`config.mk`:
```
export PLATFORM = sky130hd
export DESIGN_NAME = fsp_status_reg
export DESIGN_NICKNAME = d
export VERILOG_FILES = /design/src/inc/fsp_pkg.sv /design/src/logic/fsp_status_reg.sv
export SDC_FILE = /design/constraint.sdc
export NUM_CORES = 1
export LEC_CHECK = 0
export BUFFER_PORTS_ARGS = -buffer_cell sky130_fd_sc_hd__buf_2
export CAP_MARGIN = 20
export CORE_MARGIN = 2
export CORE_UTILIZATION = 51
export CTS_BUF_LIST = sky130_fd_sc_hd__clkbuf_16
export CTS_CLUSTER_DIAMETER = 60
export DETAILED_ROUTE_END_ITERATION = 12
export PLACE_DENSITY = 0.88
export REMOVE_ABC_BUFFERS = 1
export SKIP_CTS_REPAIR_TIMING = 1
export SLEW_MARGIN = 20
export SYNTH_ARGS = -nofsm -noshare
export SYNTH_HDL_FRONTEND = slang
export SYNTH_SLANG_ARGS = --single-unit
```
`constraint.sdc`:
```
create_clock -name clk -period 4.2 [get_ports clk]
set_clock_uncertainty 0.15 [all_clocks]
set_input_delay 0.42 -clock clk [delete_from_list [all_inputs] [get_ports clk]]
set_output_delay 0.42 -clock clk [all_outputs]
set_load 0.005 [all_outputs]
```
`src/inc/fsp_pkg.sv`:
```
// fsp_pkg: bit layout, reset values, commands and carriers of the flash
// status and protection register block.
// assumes one clock domain; command decoding is done upstream.
package fsp_pkg;

    // status byte bit positions
    localparam int FSP_BIT_BUSY = 0;
    localparam int FSP_BIT_WEL = 1;
    localparam int FSP_BIT_BP_LO = 2;
    localparam int FSP_BIT_BP_HI = 5;
    localparam int FSP_BIT_TB = 6;
    localparam int FSP_BIT_GUARD = 7;

    // factory defaults of the nonvolatile bits
    localparam logic [3:0] FSP_BP_RST = 4'h0;
    localparam logic FSP_TB_RST = 1'b0;
    localparam logic FSP_GUARD_RST = 1'b0;

    // array geometry in protection blocks
    localparam int FSP_BLK_W = 10;
    localparam logic [10:0] FSP_BLK_COUNT = 11'h400;
    localparam logic [3:0] FSP_BP_ALL = 4'hB;

    // default internal operation length in clock cycles
    localparam int FSP_OP_CYCLES = 16;

    typedef enum logic [4:0] {
        FSP_CMD_READ_STATUS,
        FSP_CMD_WRITE_ENABLE,
        FSP_CMD_WRITE_DISABLE,
        FSP_CMD_WRITE_STATUS,
        FSP_CMD_PAGE_PROGRAM,
        FSP_CMD_SECTOR_ERASE,
        FSP_CMD_BLOCK_ERASE,
        FSP_CMD_CHIP_ERASE,
        FSP_CMD_NONVOLATILE_CONFIG_REG_WRITE,
        FSP_CMD_VCR_WRITE,
        FSP_CMD_SECREG_PE,
        FSP_CMD_PATREG_PE,
        FSP_CMD_INTEGRITY_CHECK,
        FSP_CMD_SUSPEND,
        FSP_CMD_RESUME,
        FSP_CMD_RESET_ENABLE,
        FSP_CMD_RESET
    } fsp_cmd_t;

    typedef struct packed {
        fsp_cmd_t op;
        logic [7:0] wdata;
        logic [FSP_BLK_W-1:0] blk_lo;
        logic [FSP_BLK_W-1:0] blk_hi;
    } fsp_cmd_req_t;

endpackage

```
`src/logic/fsp_status_reg.sv`:
```
// fsp_status_reg: status byte, write enable latch, ready flag, block
// protection and status-write guard of a serial flash device.
// assumes an upstream decoder delivering one command per valid pulse and
// power-up logic reporting init result; write protect and reset pins async.
`timescale 1ns/10ps
module fsp_status_reg
    import fsp_pkg::*;
#(
    parameter int OP_CYCLES = fsp_pkg::FSP_OP_CYCLES
)(
    // clock and reset
    input wire logic clk,
    input wire logic sys_rst,
    // pins
    input wire logic write_protect_n,
    input wire logic reset_pin_n,
    output logic reset_output_pin_o,
    output logic reset_output_pin_oe_n,
    // power-up and mode
    input wire logic init_done,
    input wire logic init_fail,
    input wire logic octal_double_rate_mode,
    input wire logic protect_invert_bit,
    // commands
    input wire logic cmd_valid,
    input wire fsp_pkg::fsp_cmd_req_t cmd_req,
    output logic cmd_accepted,
    output logic cmd_ignored,
    // status
    output logic [7:0] status_byte,
    output logic ready_flag,
    output logic op_done,
    output logic op_abort
);
    import fsp_pkg::*;

    localparam int TW = $clog2(OP_CYCLES + 1);
    localparam logic [TW-1:0] T_LOAD = TW'(OP_CYCLES);
    localparam logic [TW-1:0] T_ONE = TW'(1);

    // elaboration-time refusal: a zero-length operation would never finish
    if (OP_CYCLES < 1)
        $error("OP_CYCLES must be at least 1");

    typedef enum logic [2:0] {
        ST_INIT, ST_FAIL, ST_IDLE, ST_BUSY, ST_SUSP
    } fsp_state_t;

    // protected-block hit for a target block range
    function automatic logic fsp_region_hit(
        input logic tb,
        input logic [3:0] bp,
        input logic inv,
        input logic [FSP_BLK_W-1:0] lo,
        input logic [FSP_BLK_W-1:0] hi
    );
        logic [10:0] n;
        logic [10:0] top_base;
        logic hit;
        n = 11'h000;
        if (bp >= FSP_BP_ALL)
            n = FSP_BLK_COUNT;
        else if (bp != 4'h0)
            n = 11'h001 << (bp - 4'h1);
        top_base = FSP_BLK_COUNT - n;
        unique case ({inv, tb})
            2'b00: hit = {1'b0, hi} >= top_base;
            2'b01: hit = {1'b0, lo} < n;
            2'b10: hit = {1'b0, lo} < top_base;
            default: hit = {1'b0, hi} >= n;
        endcase
        return hit;
    endfunction

    fsp_state_t state_r, state_nxt;
    logic wp_meta_r, wp_sync_r, rp_meta_r, rp_sync_r;
    logic wel_r, wel_saved_r, busy_r, rf_r, armed_r;
    logic [3:0] bp_r;
    logic tb_r, guard_r;
    logic [7:0] pend_r;
    fsp_cmd_t kind_r;
    logic [TW-1:0] timer_r;
    logic acc_r, ign_r, done_r, abort_r, oe_n_r;
    logic hit, guard_block, start, simple_ok, accept, sw_reset, hw_reset;
    logic abort, finish;

    // pins cross two flops before any use
    always_ff @(posedge clk)
    begin
        if (sys_rst)
        begin
            wp_meta_r <= 1'b1;
            wp_sync_r <= 1'b1;
            rp_meta_r <= 1'b1;
            rp_sync_r <= 1'b1;
        end
        else
        begin
            wp_meta_r <= write_protect_n;
            wp_sync_r <= wp_meta_r;
            rp_meta_r <= reset_pin_n;
            rp_sync_r <= rp_meta_r;
        end
    end

    always_comb
    begin
        hit = fsp_region_hit(tb_r, bp_r, protect_invert_bit,
                             cmd_req.blk_lo, cmd_req.blk_hi);
        // pin guard is meaningless on the octal double rate bus
        guard_block = guard_r && !wp_sync_r
                      && !octal_double_rate_mode;
        hw_reset = !rp_sync_r;
        start = 1'b0;
        simple_ok = 1'b0;
        if (state_r == ST_IDLE)
        begin
            unique case (cmd_req.op)
                FSP_CMD_PAGE_PROGRAM, FSP_CMD_SECTOR_ERASE,
                FSP_CMD_BLOCK_ERASE, FSP_CMD_CHIP_ERASE:
                    start = wel_r && !hit;
                FSP_CMD_WRITE_STATUS:
                    start = wel_r && !guard_block;
                FSP_CMD_NONVOLATILE_CONFIG_REG_WRITE, FSP_CMD_SECREG_PE, FSP_CMD_PATREG_PE:
                    start = wel_r;
                FSP_CMD_INTEGRITY_CHECK:
                    start = 1'b1;
                FSP_CMD_READ_STATUS, FSP_CMD_WRITE_ENABLE,
                FSP_CMD_WRITE_DISABLE, FSP_CMD_VCR_WRITE,
                FSP_CMD_RESET_ENABLE:
                    simple_ok = 1'b1;
                FSP_CMD_RESET:
                    simple_ok = armed_r;
                default:
                    simple_ok = 1'b0;
            endcase
        end
        else
        begin
            unique case (cmd_req.op)
                FSP_CMD_READ_STATUS:
                    simple_ok = 1'b1;
                FSP_CMD_SUSPEND:
                    simple_ok = state_r == ST_BUSY;
                FSP_CMD_RESUME:
                    simple_ok = state_r == ST_SUSP;
                FSP_CMD_RESET_ENABLE:
                    simple_ok = state_r != ST_INIT && state_r != ST_FAIL;
                FSP_CMD_RESET:
                    simple_ok = armed_r && state_r != ST_INIT
                                && state_r != ST_FAIL;
                default:
                    simple_ok = 1'b0;
            endcase
        end
        start = start && cmd_valid && !hw_reset;
        accept = cmd_valid && !hw_reset && (start || simple_ok);
        sw_reset = accept && cmd_req.op == FSP_CMD_RESET;
        abort = (sw_reset || hw_reset) && state_r != ST_INIT
                && state_r != ST_FAIL;
        finish = state_r == ST_BUSY && timer_r == T_ONE;
    end

    always_comb
    begin
        state_nxt = state_r;
        unique case (state_r)
            ST_INIT:
                if (init_done)
                    state_nxt = init_fail ? ST_FAIL : ST_IDLE;
            ST_FAIL:
                state_nxt = ST_FAIL;
            ST_IDLE:
                if (start)
                    state_nxt = ST_BUSY;
            ST_BUSY:
                if (finish)
                    state_nxt = ST_IDLE;
                else if (accept && cmd_req.op == FSP_CMD_SUSPEND)
                    state_nxt = ST_SUSP;
            ST_SUSP:
                if (accept && cmd_req.op == FSP_CMD_RESUME)
                    state_nxt = ST_BUSY;
        endcase
        if (abort)
            state_nxt = ST_IDLE;
    end

    always_ff @(posedge clk)
    begin
        if (sys_rst)
        begin
            state_r <= ST_INIT;
            busy_r <= 1'b1;
            rf_r <= 1'b0;
            oe_n_r <= 1'b0;
        end
        else
        begin
            state_r <= state_nxt;
            busy_r <= state_nxt != ST_IDLE && state_nxt != ST_SUSP;
            rf_r <= state_nxt == ST_IDLE || state_nxt == ST_SUSP;
            oe_n_r <= state_nxt != ST_INIT && state_nxt != ST_FAIL;
        end
    end

    // timer freezes while suspended
    always_ff @(posedge clk)
    begin
        if (sys_rst)
        begin
            timer_r <= '0;
            kind_r <= FSP_CMD_READ_STATUS;
            pend_r <= 8'h00;
        end
        else if (start)
        begin
            timer_r <= T_LOAD;
            kind_r <= cmd_req.op;
            pend_r <= cmd_req.wdata;
        end
        else if (state_r == ST_BUSY && !abort)
            timer_r <= timer_r - T_ONE;
    end

    always_ff @(posedge clk)
    begin
        if (sys_rst)
        begin
            wel_r <= 1'b0;
            wel_saved_r <= 1'b0;
        end
        else if (abort || state_r == ST_INIT || state_r == ST_FAIL)
            wel_r <= 1'b0;
        else if (finish)
            wel_r <= kind_r == FSP_CMD_INTEGRITY_CHECK
                     ? wel_saved_r : 1'b0;
        else if (start && cmd_req.op == FSP_CMD_INTEGRITY_CHECK)
        begin
            wel_saved_r <= wel_r;
            wel_r <= 1'b1;
        end
        else if (accept && cmd_req.op == FSP_CMD_WRITE_ENABLE)
            wel_r <= 1'b1;
        else if (accept && cmd_req.op == FSP_CMD_WRITE_DISABLE)
            wel_r <= 1'b0;
    end

    // nonvolatile bits commit only when the write time has run out
    always_ff @(posedge clk)
    begin
        if (sys_rst)
        begin
            bp_r <= FSP_BP_RST;
            tb_r <= FSP_TB_RST;
            guard_r <= FSP_GUARD_RST;
        end
        else if (finish && !abort && kind_r == FSP_CMD_WRITE_STATUS)
        begin
            bp_r <= pend_r[FSP_BIT_BP_HI:FSP_BIT_BP_LO];
            tb_r <= pend_r[FSP_BIT_TB];
            guard_r <= pend_r[FSP_BIT_GUARD];
        end
    end

    // reset pair must be back to back
    always_ff @(posedge clk)
    begin
        if (sys_rst)
            armed_r <= 1'b0;
        else if (cmd_valid)
            armed_r <= accept && cmd_req.op == FSP_CMD_RESET_ENABLE;
    end

    always_ff @(posedge clk)
    begin
        if (sys_rst)
        begin
            acc_r <= 1'b0;
            ign_r <= 1'b0;
            done_r <= 1'b0;
            abort_r <= 1'b0;
        end
        else
        begin
            acc_r <= accept;
            ign_r <= cmd_valid && !accept;
            done_r <= finish && !abort;
            abort_r <= abort && (state_r == ST_BUSY || state_r == ST_SUSP);
        end
    end

    assign reset_output_pin_o = 1'b0;
    assign reset_output_pin_oe_n = oe_n_r;
    assign status_byte = {guard_r, tb_r, bp_r, wel_r, busy_r};
    assign ready_flag = rf_r;
    assign cmd_accepted = acc_r;
    assign cmd_ignored = ign_r;
    assign op_done = done_r;
    assign op_abort = abort_r;
endmodule
```
Word level (Yosys, flattened, before mapping)
Cells that the tools add are included.

word-level totals
  input port bits = 42
  bits in registers = 41
  logic and storage cells = 142

operators by class
  shift operators = 1
  equality and inequality tests = 31
  reduce and logical (&&, ||, !) cells = 55
  magnitude comparators = 5
  add/sub/neg operators = 3
  multiplexer cells = 23
  bitwise operators = 2

operator list
  cell                                              number
  == test 5 x 4 -> 1 bit, second input constant     9
  logical AND 1 bit                                 28
  greater-or-equal comparator 10 x 11 -> 1 bit      2
  < comparator 10 x 11 -> 1 bit                     2
  two-way mux 11 bit                                2
  == test 5 x 3 -> 1 bit, second input constant     4
  two-way mux 3 bit                                 6
  == test 5 x 2 -> 1 bit, second input constant     3
  case mux 3 bit (5 select lines)                   1
  left shift 1 x 4 -> 11 bit, first input constant  1
  subtractor 11 bit, first input constant           1
  == test 5 x 1 -> 1 bit, second input constant     2
  two-way mux 5 bit                                 2
  == test 3 x 2 -> 1 bit, second input constant     3
  nonzero test 4 bit                                2
  logical NOT 1 bit                                 7
  two-way mux 1 bit                                 7
  == test 3 bit, second input constant              2
  logical OR 1 bit                                  6
  != test 3 x 1 -> 1 bit, second input constant     2
  nonzero test 3 bit                                2
  == test 5 bit, second input constant              1
  logical NOT 5 bit                                 1
  case mux 1 bit (5 select lines)                   1
  21 further kinds                                  23

Logic depth before layout (Yosys ltp)
  depth after elaboration = 23
  depth in mapped cells = 20

Least setup slack after synthesis
No wires, ideal clock.

  path type = register to register
  start point = reg bp_r[1]
  end point = reg wel_r
  slack = -0.115 ns
  data arrival time = 4.038 ns
  path buffers = 4
  stages on the path, launching flop included = 19
  path through = dfxtp_1 -> clkbuf_1 -> nor2b_1 -> nand2_1 -> ha_1 -> buf_2 -> buf_2 -> xnor2_1 -> ha_1 -> a21o_1 -> a31o_2 -> a21oi_1 -> o32ai_1 -> o2111a_1 -> a2111o_1 -> buf_6 -> and3_4 -> o2111a_1 -> or3b_1

between the ends
  cells in the longest elaborated chain, start to end = 22
  elaborated cells between the ends (all ways) = 34
  classes of those cells = 2 x add/sub; 5 x order compare; 1 x shift; 8 x mux; 18 x reduce/logical

ends and longest elaborated chain
  what                                                                                                  RTL line                                    text
  start: declaration                                                                                    fsp_status_reg.sv:78                        logic [3:0] bp_r;
  start signal: assignment                                                                              fsp_status_reg.sv:260                       bp_r <= pend_r[FSP_BIT_BP_HI:FSP_BIT_BP_LO];
  subtractor 4 x 1 -> 4 bit                                                                             fsp_status_reg.sv:64                        n = 11'h001 << (bp - 4'h1);
  left shift 1 x 4 -> 11 bit                                                                            fsp_status_reg.sv:64
  two-way mux 11 bit                                                                                    fsp_status_reg.sv:63                        else if (bp != 4'h0)
  two-way mux 11 bit (*)                                                                                fsp_status_reg.sv:61                        if (bp >= FSP_BP_ALL)
  subtractor 11 bit                                                                                     fsp_status_reg.sv:65                        top_base = FSP_BLK_COUNT - n;
  < comparator 10 x 11 -> 1 bit / greater-or-equal comparator 10 x 11 -> 1 bit (equally long branches)  fsp_status_reg.sv:69, fsp_status_reg.sv:67
  case mux 1 bit (3 select lines) (*)                                                                   fsp_status_reg.sv:66                        unique case ({inv, tb})
  logical NOT 1 bit (*)                                                                                 fsp_status_reg.sv:121                       start = wel_r && !hit;
  [... 5 more ...]                                                                                      --
  logical OR 1 bit                                                                                      fsp_status_reg.sv:157                       accept = cmd_valid && !hw_reset && (start || simple_ok);
  logical AND 1 bit                                                                                     fsp_status_reg.sv:157
  logical AND 1 bit                                                                                     fsp_status_reg.sv:158                       sw_reset = accept && cmd_req.op == FSP_CMD_RESET;
  logical OR 1 bit                                                                                      fsp_status_reg.sv:159                       abort = (sw_reset || hw_reset) && state_r != ST_INIT
  logical AND 1 bit                                                                                     fsp_status_reg.sv:159
  logical AND 1 bit                                                                                     fsp_status_reg.sv:160                       && state_r != ST_FAIL;
  logical OR 1 bit (2 in a row)                                                                         fsp_status_reg.sv:233                       else if (abort || state_r == ST_INIT || state_r == ST_FAIL)
  OR reduction 2 bit (no source line)                                                                   --
  end signal: assignment                                                                                fsp_status_reg.sv:236                       wel_r <= kind_r == FSP_CMD_INTEGRITY_CHECK
  end: declaration                                                                                      fsp_status_reg.sv:77                        logic wel_r, wel_saved_r, busy_r, rf_r, armed_r;

Every way passes the cells marked *; elsewhere a longest branch is shown, timed or not.
A chain may end at the register's enable or synchronous reset.

Worst setup path after layout
Ends and elaborated chain as after synthesis.

==> results.sh <==
export IMPL_ioPinCount=57
export IMPL_hpwlAfterDp_mm=5.991
export IMPL_dpl_cell_area_um2=3485
export IMPL_die_w_um=83.36
export IMPL_synth_mux_area_frac=0.04051
export IMPL_critPathCapture="wel_r"
export IMPL_post_route_period_util=0.9533
export IMPL_overflow=0
export IMPL_fp_dieH_um=83.36
export IMPL_post_route_cells_drive_above_1_share=0.2044
export IMPL_drc_errors=0
export IMPL_slowest_stage="a2111o_1"
export IMPL_slew_violations=0
export IMPL_status="finished, final reports clean"
export IMPL_start_kind="flop"
export IMPL_post_place_ws_ns=0.09079
export IMPL_final_cells=525
export IMPL_fin_area_um2=3670
export IMPL_clockRootBuffer="clkbuf_16"
export IMPL_p_sw_uw=220.7
export IMPL_highest_layer="met4"
export IMPL_timing_final_crit_period_ns=4.004
export IMPL_vdd_drop_max_v=0.0002502
export IMPL_ys_seq_area_frac=0.2431
export IMPL_rr_endpoint="wel_r"
export IMPL_worst_setup_path_type="flop to flop"
export IMPL_fin_total_pwr_uw=926.7
export IMPL_synth_xor_area_frac=0.03272
export IMPL_final_antenna_net_count=0
export IMPL_r2r_start="bp_r[1]"
export IMPL_wl_met2_mm=3.753
export IMPL_wl_met1_mm=3.649
export IMPL_portBuffers=53
export IMPL_holdWs_ns=0.1695
export IMPL_crit_start="bp_r[1]"
export IMPL_numCtsBuffers=5
export IMPL_setup_violations_final=0
export IMPL_rsz0062_at_grt="false"
export IMPL_antennaDiodeCount=0
export IMPL_ys_warn_count=0
export IMPL_synth_top_family_by_area="simple AND/OR/NAND/NOR gates"
export IMPL_clock_path_buffers=2
export IMPL_vias_per_cell=6.078
export IMPL_initial_utilization=0.5361
export IMPL_drv_cap=0
export IMPL_syn_avg_cell_area_um2=7.853
export IMPL_grt_pass1_wl_mm=13.34
export IMPL_hp_class="input port to flop"
export IMPL_p_comb_frac=0.129
export IMPL_powerDensity_nw_per_um2=252.5
export IMPL_rr_worst_depth=15
export IMPL_drt_wl_total_mm=8.047
export IMPL_syn_area_um2=3212
export IMPL_antenna_found_initial=0
export IMPL_switching_share=0.2382
export IMPL_layout_commonest_cell="buf_2"
export IMPL_p_clk_frac=0.458
export IMPL_endpoint_kind="flop"
export IMPL_insertion_delay_ns=0.28
export IMPL_dr_wl_met3_um=538
export IMPL_routedWlPerCell_um=15.33
export IMPL_final_cell_mix="53 x buf_2, 41 x nor2_1, 39 x dfxtp_1"
export IMPL_fmax_mhz=249.8
export IMPL_ys_types=66
export IMPL_yosys_most_used_dff="dfxtp_1"
export IMPL_synth_compound_area_share=0.2092
export IMPL_synth_cells=409
export IMPL_first_iter_violations=389
export IMPL_synthAdderAreaFrac=0.1126
export IMPL_finalHoldViolations=0
export IMPL_finalWorstSetupSlack_ns=0.1961
export IMPL_nets=520
export IMPL_clock_sinks=39
export IMPL_crit_required_ns=4.22
export IMPL_seq_power_share=0.413
export IMPL_rows=28
export IMPL_fillers=517
export IMPL_holdPathStages=2
export IMPL_first_pass_iters=5
export IMPL_grtUsageTotal=0.2269
export IMPL_r2r_slack_ns=0.20
export IMPL_gp_congestion=0.9846
export IMPL_grt_pass1_vias=2933
export IMPL_cell_internal_pwr_uw=706.0
export IMPL_grt_max_degree=38
export IMPL_yosys_area_share_simple=0.2941
export IMPL_clk_pin_slew_ns=0.06
export IMPL_worstPathMaxFanout=10
export IMPL_cts_htree_levels=2
export IMPL_die_area_um2=6949
export IMPL_synth_edf_count=0
export IMPL_slowest_delay_ns=0.44
export IMPL_num_vias=3191
export IMPL_cp_cell_sequence="buf_4, nor2b_2, nand2_1, ha_1, xnor2_2, ha_1, a21o_1, a31o_2, a21oi_1, o32ai_1, o2111a_1, a2111o_1, and3_4, o2111a_1, or3b_1"
export IMPL_cts_tree="yes"
export IMPL_slew_headroom=0.5851
export IMPL_synthArstFlopShare=0
export IMPL_syn_to_final_growth_pct=14.26
export IMPL_synth_seq_cells=39
export IMPL_power_leakage_uw=0.001479
export IMPL_max_slew_worst_pin_slew_ns=0.6224
export IMPL_arrival_ns=4.02
export IMPL_coreArea_um2=5991
export IMPL_dp_cells=518
==> worst min-delay path by stage <==
stage,start,endpoint,slack (ns)
6_report,reset_pin_n,rp_meta_r,0.17
5_1_grt,write_protect_n,wp_meta_r,0.18
4_1_cts,reset_pin_n,rp_meta_r,0.17
3_5_place_dp,wp_meta_r,wp_sync_r,0.25
3_3_place_gp,wp_meta_r,wp_sync_r,0.25
2_1_floorplan,rp_meta_r,rp_sync_r,0.24
==> cell families (layout without fill, tap and decap cells) <==
| kind of cell | after synthesis | in the layout |
|---|---|---|
| AOI/OAI and AO/OA | 96 | 96 |
| xor gates and xnor gates | 12 | 12 |
| adders and majority gates | 29 | 29 |
| buffers and inverters | 43 | 84 |
| DFF | 39 | 39 |
| muxes | 13 | 13 |
| other | 1 | 1 |
| and+or+nand+nor | 176 | 176 |
==> layer usage <==
metal  vias up  GRT usage
met4         0    0.05961
li1       1581          -
met2       120     0.3805
met3        13    0.04374
met5         -          0
met1      1477     0.2981
==> layout make-up <==
class                           count  area, um2  share of cell area
Clock buffer                        5      125.1             0.03409
Clock inverter                      2      37.54             0.01023
Inverter                           14      52.55             0.01432
Multi-Input combinational cell    327       2240              0.6103
Sequential cell                    39      780.7              0.2128
Tap cell                           75      93.84             0.02557
Timing Repair Buffer               63      340.3             0.09274
==> metrics by stage <==
| stage | TNS (ns) | utilization |
|---|---|---|
| 6_report | 0 | 0.6126 |
| 5_1_grt | 0 | 0.6126 |
| 4_1_cts | 0 | 0.6088 |
| 3_5_place_dp | 0 | 0.5817 |
| 3_3_place_gp | 0 | 0.5817 |
| 2_1_floorplan | -0.03474 | - |
==> sequential cells by signal (all words and copies together) (netlist names), 3 cells and up <==
register	count
pend_r	6
kind_r	5
timer_r	5
bp_r	4
state_r	3
==> power by group through the flow <==
stage | logic, uW | registers, uW | clock network, uW
final | 120 | 382 | 425
after global routing | 133 | 383 | 448
after CTS | 118 | 382 | 430
after detailed placement | 118 | 390 | 0
after global placement | 113 | 390 | 0
after floorplan | 64.6 | 389 | 0
==> cells in the mapped netlist (all sizes together) (3+ instances only) <==
cell     instances  area [um2]
xnor2            6       52.55
nand2           27       101.4
o22ai            3       18.77
or2             10       62.56
a211o            3       26.28
nor3b            5       37.54
nand3b           3       22.52
nor2            41       153.9
o21ai           11       55.05
or3              5       31.28
nand4            7       43.79
and3b            3       26.28
nor3            14       70.07
a2111oi          4       35.03
dfxtp           39       780.8
xor2             6       52.55
o31ai            4       30.03
a211oi           5       37.54
a21oi           22       110.1
buf             17       116.4
o211ai           4       30.03
nor2b           12       77.58
nand2b          13       81.33
a31oi            8       50.05
a221oi           3       26.28
o311ai           3       26.28
a21o             4       30.03
mux2i           13       130.1
o21a             4       30.03
clkbuf          12       45.04
nand3           18       90.09
ha              28       350.3
inv             14       52.55
and3             3       23.77
or3b             4       35.04
==> worst max-delay path: cells and delay by family, from the launching register on <==
family	cells	cell delay, ns
AO/OA/AOI/OAI	7	1.62
XOR/XNOR	1	0.20
adder cells (fa/ha/maj)	2	0.53
buffers and inverters	1	0.16
flip-flops	1	0.33
AND/OR/NAND/NOR	4	0.90
No activity file was read; power rests on OpenSTA's default activity.
